## src/rnd_pkg.sv

```systemverilog
// package: constants and carriers for the reset, nmi and debug entry block
package rnd_pkg;

  // ************************************************************
  // timing
  // ************************************************************
  localparam int CLK_PERIOD_PS = 10000;
  localparam int MIN_RST_LOW_NS = 100;
  localparam int MIN_RST_LOW_CLK = 2;
  // least low time in cycles, rounded up, plus the clock margin
  localparam int MIN_RST_LOW_CYC =
    (MIN_RST_LOW_NS * 1000 + CLK_PERIOD_PS - 1) / CLK_PERIOD_PS
    + MIN_RST_LOW_CLK;
  localparam int SYNC_STAGES = 3;

  // ************************************************************
  // reset values
  // ************************************************************
  localparam logic RST_LEVEL_ACTIVE = 1'h0;
  localparam logic [1:0] STARTUP_CFG_RESET = 2'h0;

  // ************************************************************
  // carriers
  // ************************************************************
  typedef struct packed {
    logic reset_input_pin_n;
    logic nmi_pin_n;
    logic debug_reset_pin;
    logic startup_cfg_pin_a;
    logic startup_cfg_pin_b;
  } rnd_pins_t;

  typedef struct packed {
    logic debug_active;
    logic hw_cfg_enable;
    logic [1:0] startup_cfg;
  } rnd_boot_t;

  typedef enum logic [2:0] {
    ST_RESET = 3'h1,
    ST_RUN = 3'h2,
    ST_PDOWN = 3'h4
  } rnd_state_t;

endpackage

```

## src/rnd_sync.sv

```systemverilog
// three-stage pin synchroniser with agreement of the last two stages
`timescale 1ns/1ps
module rnd_sync #(
  parameter int WIDTH = 5,
  parameter logic [WIDTH-1:0] INIT = '1
) (
  // clock and reset
  input wire logic i_clk_sys,
  input wire logic i_rst,
  // data
  input wire logic [WIDTH-1:0] i_async,
  output logic [WIDTH-1:0] o_sync
);
  logic [WIDTH-1:0] meta;
  logic [WIDTH-1:0] stage2;
  logic [WIDTH-1:0] stage3;
  logic [WIDTH-1:0] next_sync;

  // ************************************************************
  // per bit filter
  // ************************************************************
  genvar g;
  generate
    for (g = 0; g < WIDTH; g++) begin : g_bit
      // a change counts only once stage two and three agree
      always_comb begin
        next_sync[g] = o_sync[g];
        if (stage2[g] == stage3[g]) begin
          next_sync[g] = stage3[g];
        end
      end
    end
  endgenerate

  always_ff @(posedge i_clk_sys or posedge i_rst) begin
    if (i_rst) begin
      meta <= INIT;
      stage2 <= INIT;
      stage3 <= INIT;
      o_sync <= INIT;
    end else begin
      meta <= i_async;
      stage2 <= meta;
      stage3 <= stage2;
      o_sync <= next_sync;
    end
  end
endmodule

```

## src/rnd_reset_nmi_debug_entry.sv

```systemverilog
// reset qualification, nmi trap request, power-down gate and debug entry
// How it works
// - reset stays asserted for as long as the reset pin is low
// - a falling edge on the nmi pin requests the nmi trap
// - power-down instruction with nmi low enters power-down mode
// - power-down instruction with nmi high keeps normal running
// - debug reset pin high at reset release enables debug and config
// - after debug entry a low debug reset pin resets the debug system
// - startup configuration pins are sampled at the end of reset
`timescale 1ns/1ps
module rnd_reset_nmi_debug_entry
  import rnd_pkg::*;
#(
  parameter int MIN_LOW_CYC = rnd_pkg::MIN_RST_LOW_CYC
) (
  // clock and power-on reset
  input wire logic i_clk_sys,
  input wire logic i_rst,
  // device pins
  input wire rnd_pkg::rnd_pins_t i_pins,
  // core side
  input wire logic i_power_down_instruction,
  input wire logic i_wake,
  input wire logic i_nmi_ack,
  // outputs
  output logic o_sys_reset,
  output logic o_nmi_trap_req,
  output logic o_power_down,
  output logic o_debug_reset,
  output rnd_pkg::rnd_boot_t o_boot
);
  import rnd_pkg::*;

  localparam int CW = $clog2(MIN_LOW_CYC + 1);
  localparam logic [CW-1:0] LOW_LIMIT = CW'(MIN_LOW_CYC);

  rnd_pins_t pins_s;
  rnd_state_t state;
  rnd_state_t next_state;
  logic [CW-1:0] low_cnt;
  logic [CW-1:0] next_low_cnt;
  logic nmi_prev;
  logic next_nmi_prev;
  logic nmi_req;
  logic next_nmi_req;
  logic dbg_rst;
  logic next_dbg_rst;
  rnd_boot_t boot;
  rnd_boot_t next_boot;
  logic release_now;
  logic debug_end;
  logic sys_reset;
  logic next_sys_reset;
  logic power_down;
  logic next_power_down;

  // ************************************************************
  // pin synchronisers
  // ************************************************************
  // synchronise pins
  rnd_sync #(
    .WIDTH($bits(rnd_pins_t)),
    .INIT({1'h1, 1'h1, 1'h0, 1'h0, 1'h0})
  ) u_sync (
    .i_clk_sys(i_clk_sys),
    .i_rst(i_rst),
    .i_async(i_pins),
    .o_sync(pins_s)
  );

  // ************************************************************
  // release and debug end events
  // ************************************************************
  always_comb begin
    release_now = 1'h0;
    debug_end = 1'h0;
    // short glitches are counted, release needs a full low time
    if (state == ST_RESET && low_cnt == LOW_LIMIT &&
        pins_s.reset_input_pin_n != RST_LEVEL_ACTIVE) begin
      release_now = 1'h1;
    end
    if (state == ST_RUN && boot.debug_active &&
        !pins_s.debug_reset_pin) begin
      debug_end = 1'h1;
    end
  end

  // ************************************************************
  // reset and power-down state
  // ************************************************************
  always_comb begin
    next_state = state;
    next_low_cnt = low_cnt;
    if (pins_s.reset_input_pin_n == RST_LEVEL_ACTIVE) begin
      next_state = ST_RESET;
      if (low_cnt != LOW_LIMIT) begin
        next_low_cnt = low_cnt + CW'(1);
      end
    end else begin
      case (state)
        ST_RESET: begin
          if (release_now) begin
            next_state = ST_RUN;
          end
          next_low_cnt = '0;
        end
        ST_RUN: begin
          if (i_power_down_instruction &&
              pins_s.nmi_pin_n == 1'h0) begin
            next_state = ST_PDOWN;
          end
        end
        ST_PDOWN: begin
          if (i_wake) begin
            next_state = ST_RUN;
          end
        end
        default: begin
          next_state = ST_RESET;
        end
      endcase
    end
    // status flops track the state, so outputs carry no decode
    next_sys_reset = (next_state == ST_RESET);
    next_power_down = (next_state == ST_PDOWN);
  end

  always_ff @(posedge i_clk_sys or posedge i_rst) begin
    if (i_rst) begin
      state <= ST_RESET;
      low_cnt <= '0;
      sys_reset <= 1'h1;
      power_down <= 1'h0;
    end else begin
      state <= next_state;
      low_cnt <= next_low_cnt;
      sys_reset <= next_sys_reset;
      power_down <= next_power_down;
    end
  end

  // ************************************************************
  // boot capture
  // ************************************************************
  always_comb begin
    next_boot = boot;
    if (release_now) begin
      next_boot.debug_active = pins_s.debug_reset_pin;
      next_boot.hw_cfg_enable = pins_s.debug_reset_pin;
      next_boot.startup_cfg = {pins_s.startup_cfg_pin_b,
                               pins_s.startup_cfg_pin_a};
    end
    if (debug_end) begin
      next_boot.debug_active = 1'h0;
    end
  end

  always_ff @(posedge i_clk_sys or posedge i_rst) begin
    if (i_rst) begin
      boot <= '{1'h0, 1'h0, STARTUP_CFG_RESET};
    end else begin
      boot <= next_boot;
    end
  end

  // ************************************************************
  // nmi trap request
  // ************************************************************
  always_comb begin
    next_nmi_prev = pins_s.nmi_pin_n;
    next_nmi_req = nmi_req;
    if (i_nmi_ack) begin
      next_nmi_req = 1'h0;
    end
    // falling edge sets trap, set wins over ack
    if (state != ST_RESET && nmi_prev && !pins_s.nmi_pin_n) begin
      next_nmi_req = 1'h1;
    end
    // a pending trap does not survive reset
    if (state == ST_RESET) begin
      next_nmi_req = 1'h0;
    end
  end

  always_ff @(posedge i_clk_sys or posedge i_rst) begin
    if (i_rst) begin
      nmi_prev <= 1'h1;
      nmi_req <= 1'h0;
    end else begin
      nmi_prev <= next_nmi_prev;
      nmi_req <= next_nmi_req;
    end
  end

  // ************************************************************
  // debug system reset pulse
  // ************************************************************
  always_comb begin
    next_dbg_rst = 1'h0;
    if (debug_end) begin
      next_dbg_rst = 1'h1;
    end
  end

  always_ff @(posedge i_clk_sys or posedge i_rst) begin
    if (i_rst) begin
      dbg_rst <= 1'h0;
    end else begin
      dbg_rst <= next_dbg_rst;
    end
  end

  assign o_sys_reset = sys_reset;
  assign o_power_down = power_down;
  assign o_nmi_trap_req = nmi_req;
  assign o_debug_reset = dbg_rst;
  assign o_boot = boot;
endmodule

```

## config.mk

```make
export PLATFORM = sky130hd
export DESIGN_NAME = rnd_reset_nmi_debug_entry
export DESIGN_NICKNAME = d
export VERILOG_FILES = /design/src/rnd_pkg.sv /design/src/rnd_sync.sv /design/src/rnd_reset_nmi_debug_entry.sv
export SDC_FILE = /design/constraint.sdc
export NUM_CORES = 1
export LEC_CHECK = 0
export BUFFER_PORTS_ARGS = -buffer_cell sky130_fd_sc_hd__buf_2
export CAP_MARGIN = 10
export CORE_MARGIN = 5
export CORE_UTILIZATION = 58
export DETAILED_ROUTE_END_ITERATION = 8
export PLACE_DENSITY = 0.8
export SYNTH_ARGS = -nofsm -noshare
export SYNTH_HDL_FRONTEND = slang
export SYNTH_HIERARCHICAL = 1
export SYNTH_SLANG_ARGS = --single-unit
```

## constraint.sdc

```tcl
create_clock -name i_clk_sys -period 3.6 [get_ports i_clk_sys]
set_input_delay 0.18 -clock i_clk_sys [delete_from_list [all_inputs] [get_ports i_clk_sys]]
set_output_delay 0.18 -clock i_clk_sys [all_outputs]
set_load 0.1 [all_outputs]
```

; After elaboration in Yosys (flattened, before gate mapping)
; Cells that the tools add are included.
[classes]
eq_ne = 14
bitwise = 1
add_sub_neg = 1
reduce_logical = 13
muxes = 16
[ops]
columns = cell, n
row1 = $mux W4, 4
row2 = $mux W3, 4
row3 = $pmux W3 S3, 1
row4 = $logic_and A1 B1 Y1, 7
row5 = $mux W1, 7
row6 = $eq A3 B1 Y1 const B, 2
row7 = $eq A3 B3 Y1 const B, 2
row8 = $eq A1 B1 Y1, 5
row9 = $add A4 B1 Y4 const B, 1
row10 = $eq A4 B4 Y1 const B, 1
row11 = $ne A4 B4 Y1 const B, 1
row12 = $reduce_bool A2 Y1, 2
row13 = $eq A3 B2 Y1 const B, 1
row14 = $ne A3 B1 Y1 const B, 1
row15 = $reduce_bool A3 Y1, 1
row16 = $logic_not A1 Y1, 2
row17 = $ne A2 B2 Y1 const B, 1
row18 = $reduce_and A2 Y1, 1
row19 = $not A1 Y1, 1
[totals]
in_bits = 10
out_inout_bits = 8
ff_bits = 36
word_cells = 63

; Logic depth before layout (Yosys ltp)
[depth]
depth_word = 8
mapped_depth = 5
depth_no_buf = 5

; By module
; The synthesis kept the hierarchy.
[modules_own_cells]
columns = module, cells_each, area_each_um2, seq_area_each_um2, n_inst
row1 = rnd_reset_nmi_debug_entry, 65, 745.7, 404.1, 1
row2 = rnd_sync, 26, 570.5, 510.5, 1

; Worst setup path before layout
; OpenSTA, ideal clock, no wires.
[synth_path]
path_type = register to register
start = reg low_cnt[0]
end = reg boot, in the netlist o_boot[0]
setup_time_ns = 0.125
path_slack_ns = 2.174
n_path_buf = 0
required_ns = 3.475
t_arrival_ns = 1.300
path_stages_with_launch = 6
period_less_slack_ns = 1.426
path_cell_list = dfrtp_1 > inv_1 > ha_1 > nand3_1 > nor2_4 > mux2_2
[synth_via]
elab_chain_len = 4
[synth_rtl]
columns = element, line_no
row1 = from (decl), rnd_reset_nmi_debug_entry.sv:40  ; logic [CW-1:0] low_cnt;
row2 = from (signal assigned), rnd_reset_nmi_debug_entry.sv:136  ; low_cnt <= next_low_cnt;
row3 = $eq A4 B4 Y1, rnd_reset_nmi_debug_entry.sv:78  ; if (state == ST_RESET && low_cnt == LOW_LIMIT &&
row4 = $logic_and A1 B1 Y1 (2 in series), rnd_reset_nmi_debug_entry.sv:78
row5 = $mux W1, rnd_reset_nmi_debug_entry.sv:78
row6 = to (signal assigned), rnd_reset_nmi_debug_entry.sv:160  ; boot <= '{1'h0, 1'h0, STARTUP_CFG_RESET};
row7 = to (signal assigned), rnd_reset_nmi_debug_entry.sv:162  ; boot <= next_boot;
row8 = to (decl), rnd_reset_nmi_debug_entry.sv:48  ; rnd_boot_t boot;
; Every way passes these cells.
; A chain may end at the register's enable or synchronous reset.

; Final worst setup path
; Ends and elaborated chain as after synthesis.

==> run metrics <==
status=finished, final reports clean; Yosys cell types=30; GPL Wtd Cong=0.748; synth top area cells=dfrtp_1 48%, dfstp_2 22%, maj3_2 4.3%; non-filler cells in the finished layout=150; Area growth, synth to finish=17.5%; Slew @ Worst Pin=roughly 0.66 ns; Initial Util=0.601; clk buf depth=2; Arr. time, crit path=1.80 ns; Pwr Density=469 nW/µm²; setup_tns=0 ns; antenna violation net count after detailed routing=0; Synth Flop Type=dfrtp_1; CP Capture Type=flop; num ports=18; Pleak=0.735 nW; DRC=0; Worst slew margin=0.556; filler instances=156; Num CTS Buffers=5; Avg WL per Cell=13.8 µm; clk slew on worst S/H paths=approximately 0.1 ns; setup repair after global routing missed its margin=false; period utilization=0.440; CP startpoint kind=flop; Vias=825; CP Buf/Inv Count=1; Routed WL=2060 µm; GRT Overall Usage=0.144; met3 wire length=177 µm; fmax=631 MHz; max cap viols=0; Max Used Layer=met4; dpl cells=136; vias in the first global route=795; die area=3320 µm²; Post-Synthesis Cells=91; final hold slack=0.159 ns; Rows=17; Top delay family on crit path=flip-flops; post-synth top area share=0.475; Worst Skew=0.00746 ns; CP cell instances=inv_1 > ha_1 > nand3_1 > nor2_4 > mux2_2; Overflow after GRT=0; syn_nets=103; CP required=around 3.8 ns; drt first pass iters=4; HP Class=input port to flop; worst setup path category=flop to flop; largest net degree at the start of global routing=21; Post-synth ARST share=1.00; dpl hpwl=1530 µm; EDFF count, synth=0; top-count cell post-synth=dfrtp_1; CTS tree=built; Final setup viols=0; maximum vdd ir drop=roughly 0.38 mV; initial detailed-routing violation count=26; Die X-Extent=57.6 µm; Max FO, Critical Path=5; routed vias/inst=5.50; antenna fix cells=0; cell area after layout=roughly 1500 µm²; proportion of layout cells with a drive suffix above 1=0.385; Final #Nets=roughly 130; flops & latches, synth=36; post-layout min period=roughly 1.6 ns; top cells by count, synth=25 x dfrtp_1, 11 x dfstp_2, 9 x inv_1; critical path's largest stage delay=0.43 ns; cell taking the most area after synthesis=dfrtp_1; Critical-path top delay cell=dfrtp_1; YS warnings=6; DR WL met2=1040 µm; syn avg cell area=approximately 14 µm²; CTS sink count=36; antenna violations before repair=0; Post-DP Area=1440 µm²; core footprint=2190 µm²; clk_lat worst skew=~0.33 ns; port bufs=17; htree depth=2; met1 wire length=approximately 750 µm; sequential element share of the synthesized area=0.695; root buf cell=clkbuf_4; Die H=just under 60 µm; Slew Limit Fails=0; hold violation count in the final report=0; Netlist Area Pre-Place=1320 µm²; final core area utilization=0.706; first-pass GRT wire length=approximately 3500 µm
==> path summary, 6_finish.rpt <==
path	from	endpoint	slack, ns	cells past startpoint
min	i_wake	state[1]$_DFF_PP0_	0.16	3
max reg2reg	low_cnt[0]$_DFFE_PP0P_	o_boot[0]$_DFFE_PP0P_	2.02	5
min in group asynchronous	i_rst	o_power_down$_DFF_PP0_	0.46	3
max	low_cnt[0]$_DFFE_PP0P_	o_boot[0]$_DFFE_PP0P_	2.02	5
max in group asynchronous	i_rst	u_sync/stage3[2]$_DFF_PP0_	2.68	3
min reg2reg	u_sync/meta[3]$_DFF_PP1_	u_sync/stage2[3]$_DFF_PP1_	0.36	0
==> area by class of cell <==
cell class	count	area (µm²)	area share
inverters	9	33.8	0.0218
multi-input cells	46	368	0.238
well taps	28	35.0	0.0227
flip-flops and latches	36	915	0.591
repair buffers	23	145	0.0939
clock buffers	7	45.0	0.0291
clock inverters	1	5.00	0.00324
==> state kept, by name, indices dropped and copies added, names as in the netlist <==
register and count:
u_sync/stage2 5, o_power_down 1, nmi_prev 1, low_cnt 4
u_sync/meta 5, state 3, u_sync/o_sync 5, o_boot 4
o_nmi_trap_req 1, u_sync/stage3 5, o_debug_reset 1, o_sys_reset 1
==> where the power goes <==
part / total [mW] / switching [mW] / internal, mW
registers: 0.457 / 0.0212 / 0.435
clock network: 0.194 / 0.117 / 0.0761
logic: 0.0748 / 0.0418 / 0.0330
total: 0.725 / 0.181 / 0.544
==> metal layers <==
metal  vias to the layer above  global-route usage
met5                         -                   0
met4                         0              0.0894
met3                        11              0.0601
met2                        36               0.237
met1                       401               0.153
li1                        377                   -
==> cells by family (layout without fill, tap and decap cells) <==
| logic type | after synthesis | in the layout | share of synthesized area |
|---|---|---|---|
| buf+inv | 9 | 40 | 0.0257 |
| mux | 3 | 3 | 0.0257 |
| fa+ha+maj | 7 | 7 | 0.0618 |
| flops | 36 | 36 | 0.695 |
| compound gates | 17 | 17 | 0.0903 |
| simple gates | 19 | 19 | 0.102 |
==> metrics by stage <==
step           setup WS (ns)  power [mW]
2_1_floorplan           2.17       0.509
3_3_place_gp            2.10       0.523
3_5_place_dp            2.04       0.534
4_1_cts                 2.02       0.732
5_1_grt                 1.91       0.763
6_report                2.02       0.725
==> what timing repair did <==
| item | CTS | global route |
|---|---|---|
| buffers inserted | 0 | 0 |
| setup endpoints to repair | 0 | 0 |
| resized for setup | 0 | 0 |
| hold buffers | 6 | 0 |
| endpoints found under the hold margin | 30 | 0 |
==> placed cells by master (no fill, tap or decap), drive strengths merged, types with 2 or more instances in the layout <==
| cell type | synthesis | layout |
|---|---|---|
| a22oi | 2 | 2 |
| dfrtp | 25 | 25 |
| maj3 | 5 | 5 |
| o211ai | 2 | 2 |
| dlygate4sd3 | 0 | 6 |
| nor2 | 4 | 4 |
| clkbuf | 0 | 7 |
| nor2b | 2 | 2 |
| a31oi | 2 | 2 |
| buf | 0 | 17 |
| nand2 | 4 | 4 |
| dfstp | 11 | 11 |
| nor3 | 2 | 2 |
| ha | 2 | 2 |
| inv | 9 | 9 |
| o21ai | 3 | 3 |
| mux2 | 3 | 3 |
==> worst register-to-register path, delay by kind of cell (launching register included) <==
| kind | cells | cell delay (ns) |
|---|---|---|
| adders and majority gates | 1 | 0.21 |
| and+or+nand+nor | 2 | 0.41 |
| buffers and inverters | 1 | 0.10 |
| DFF | 1 | 0.43 |
| muxes | 1 | 0.34 |
(Power assumes the default switching activity.)
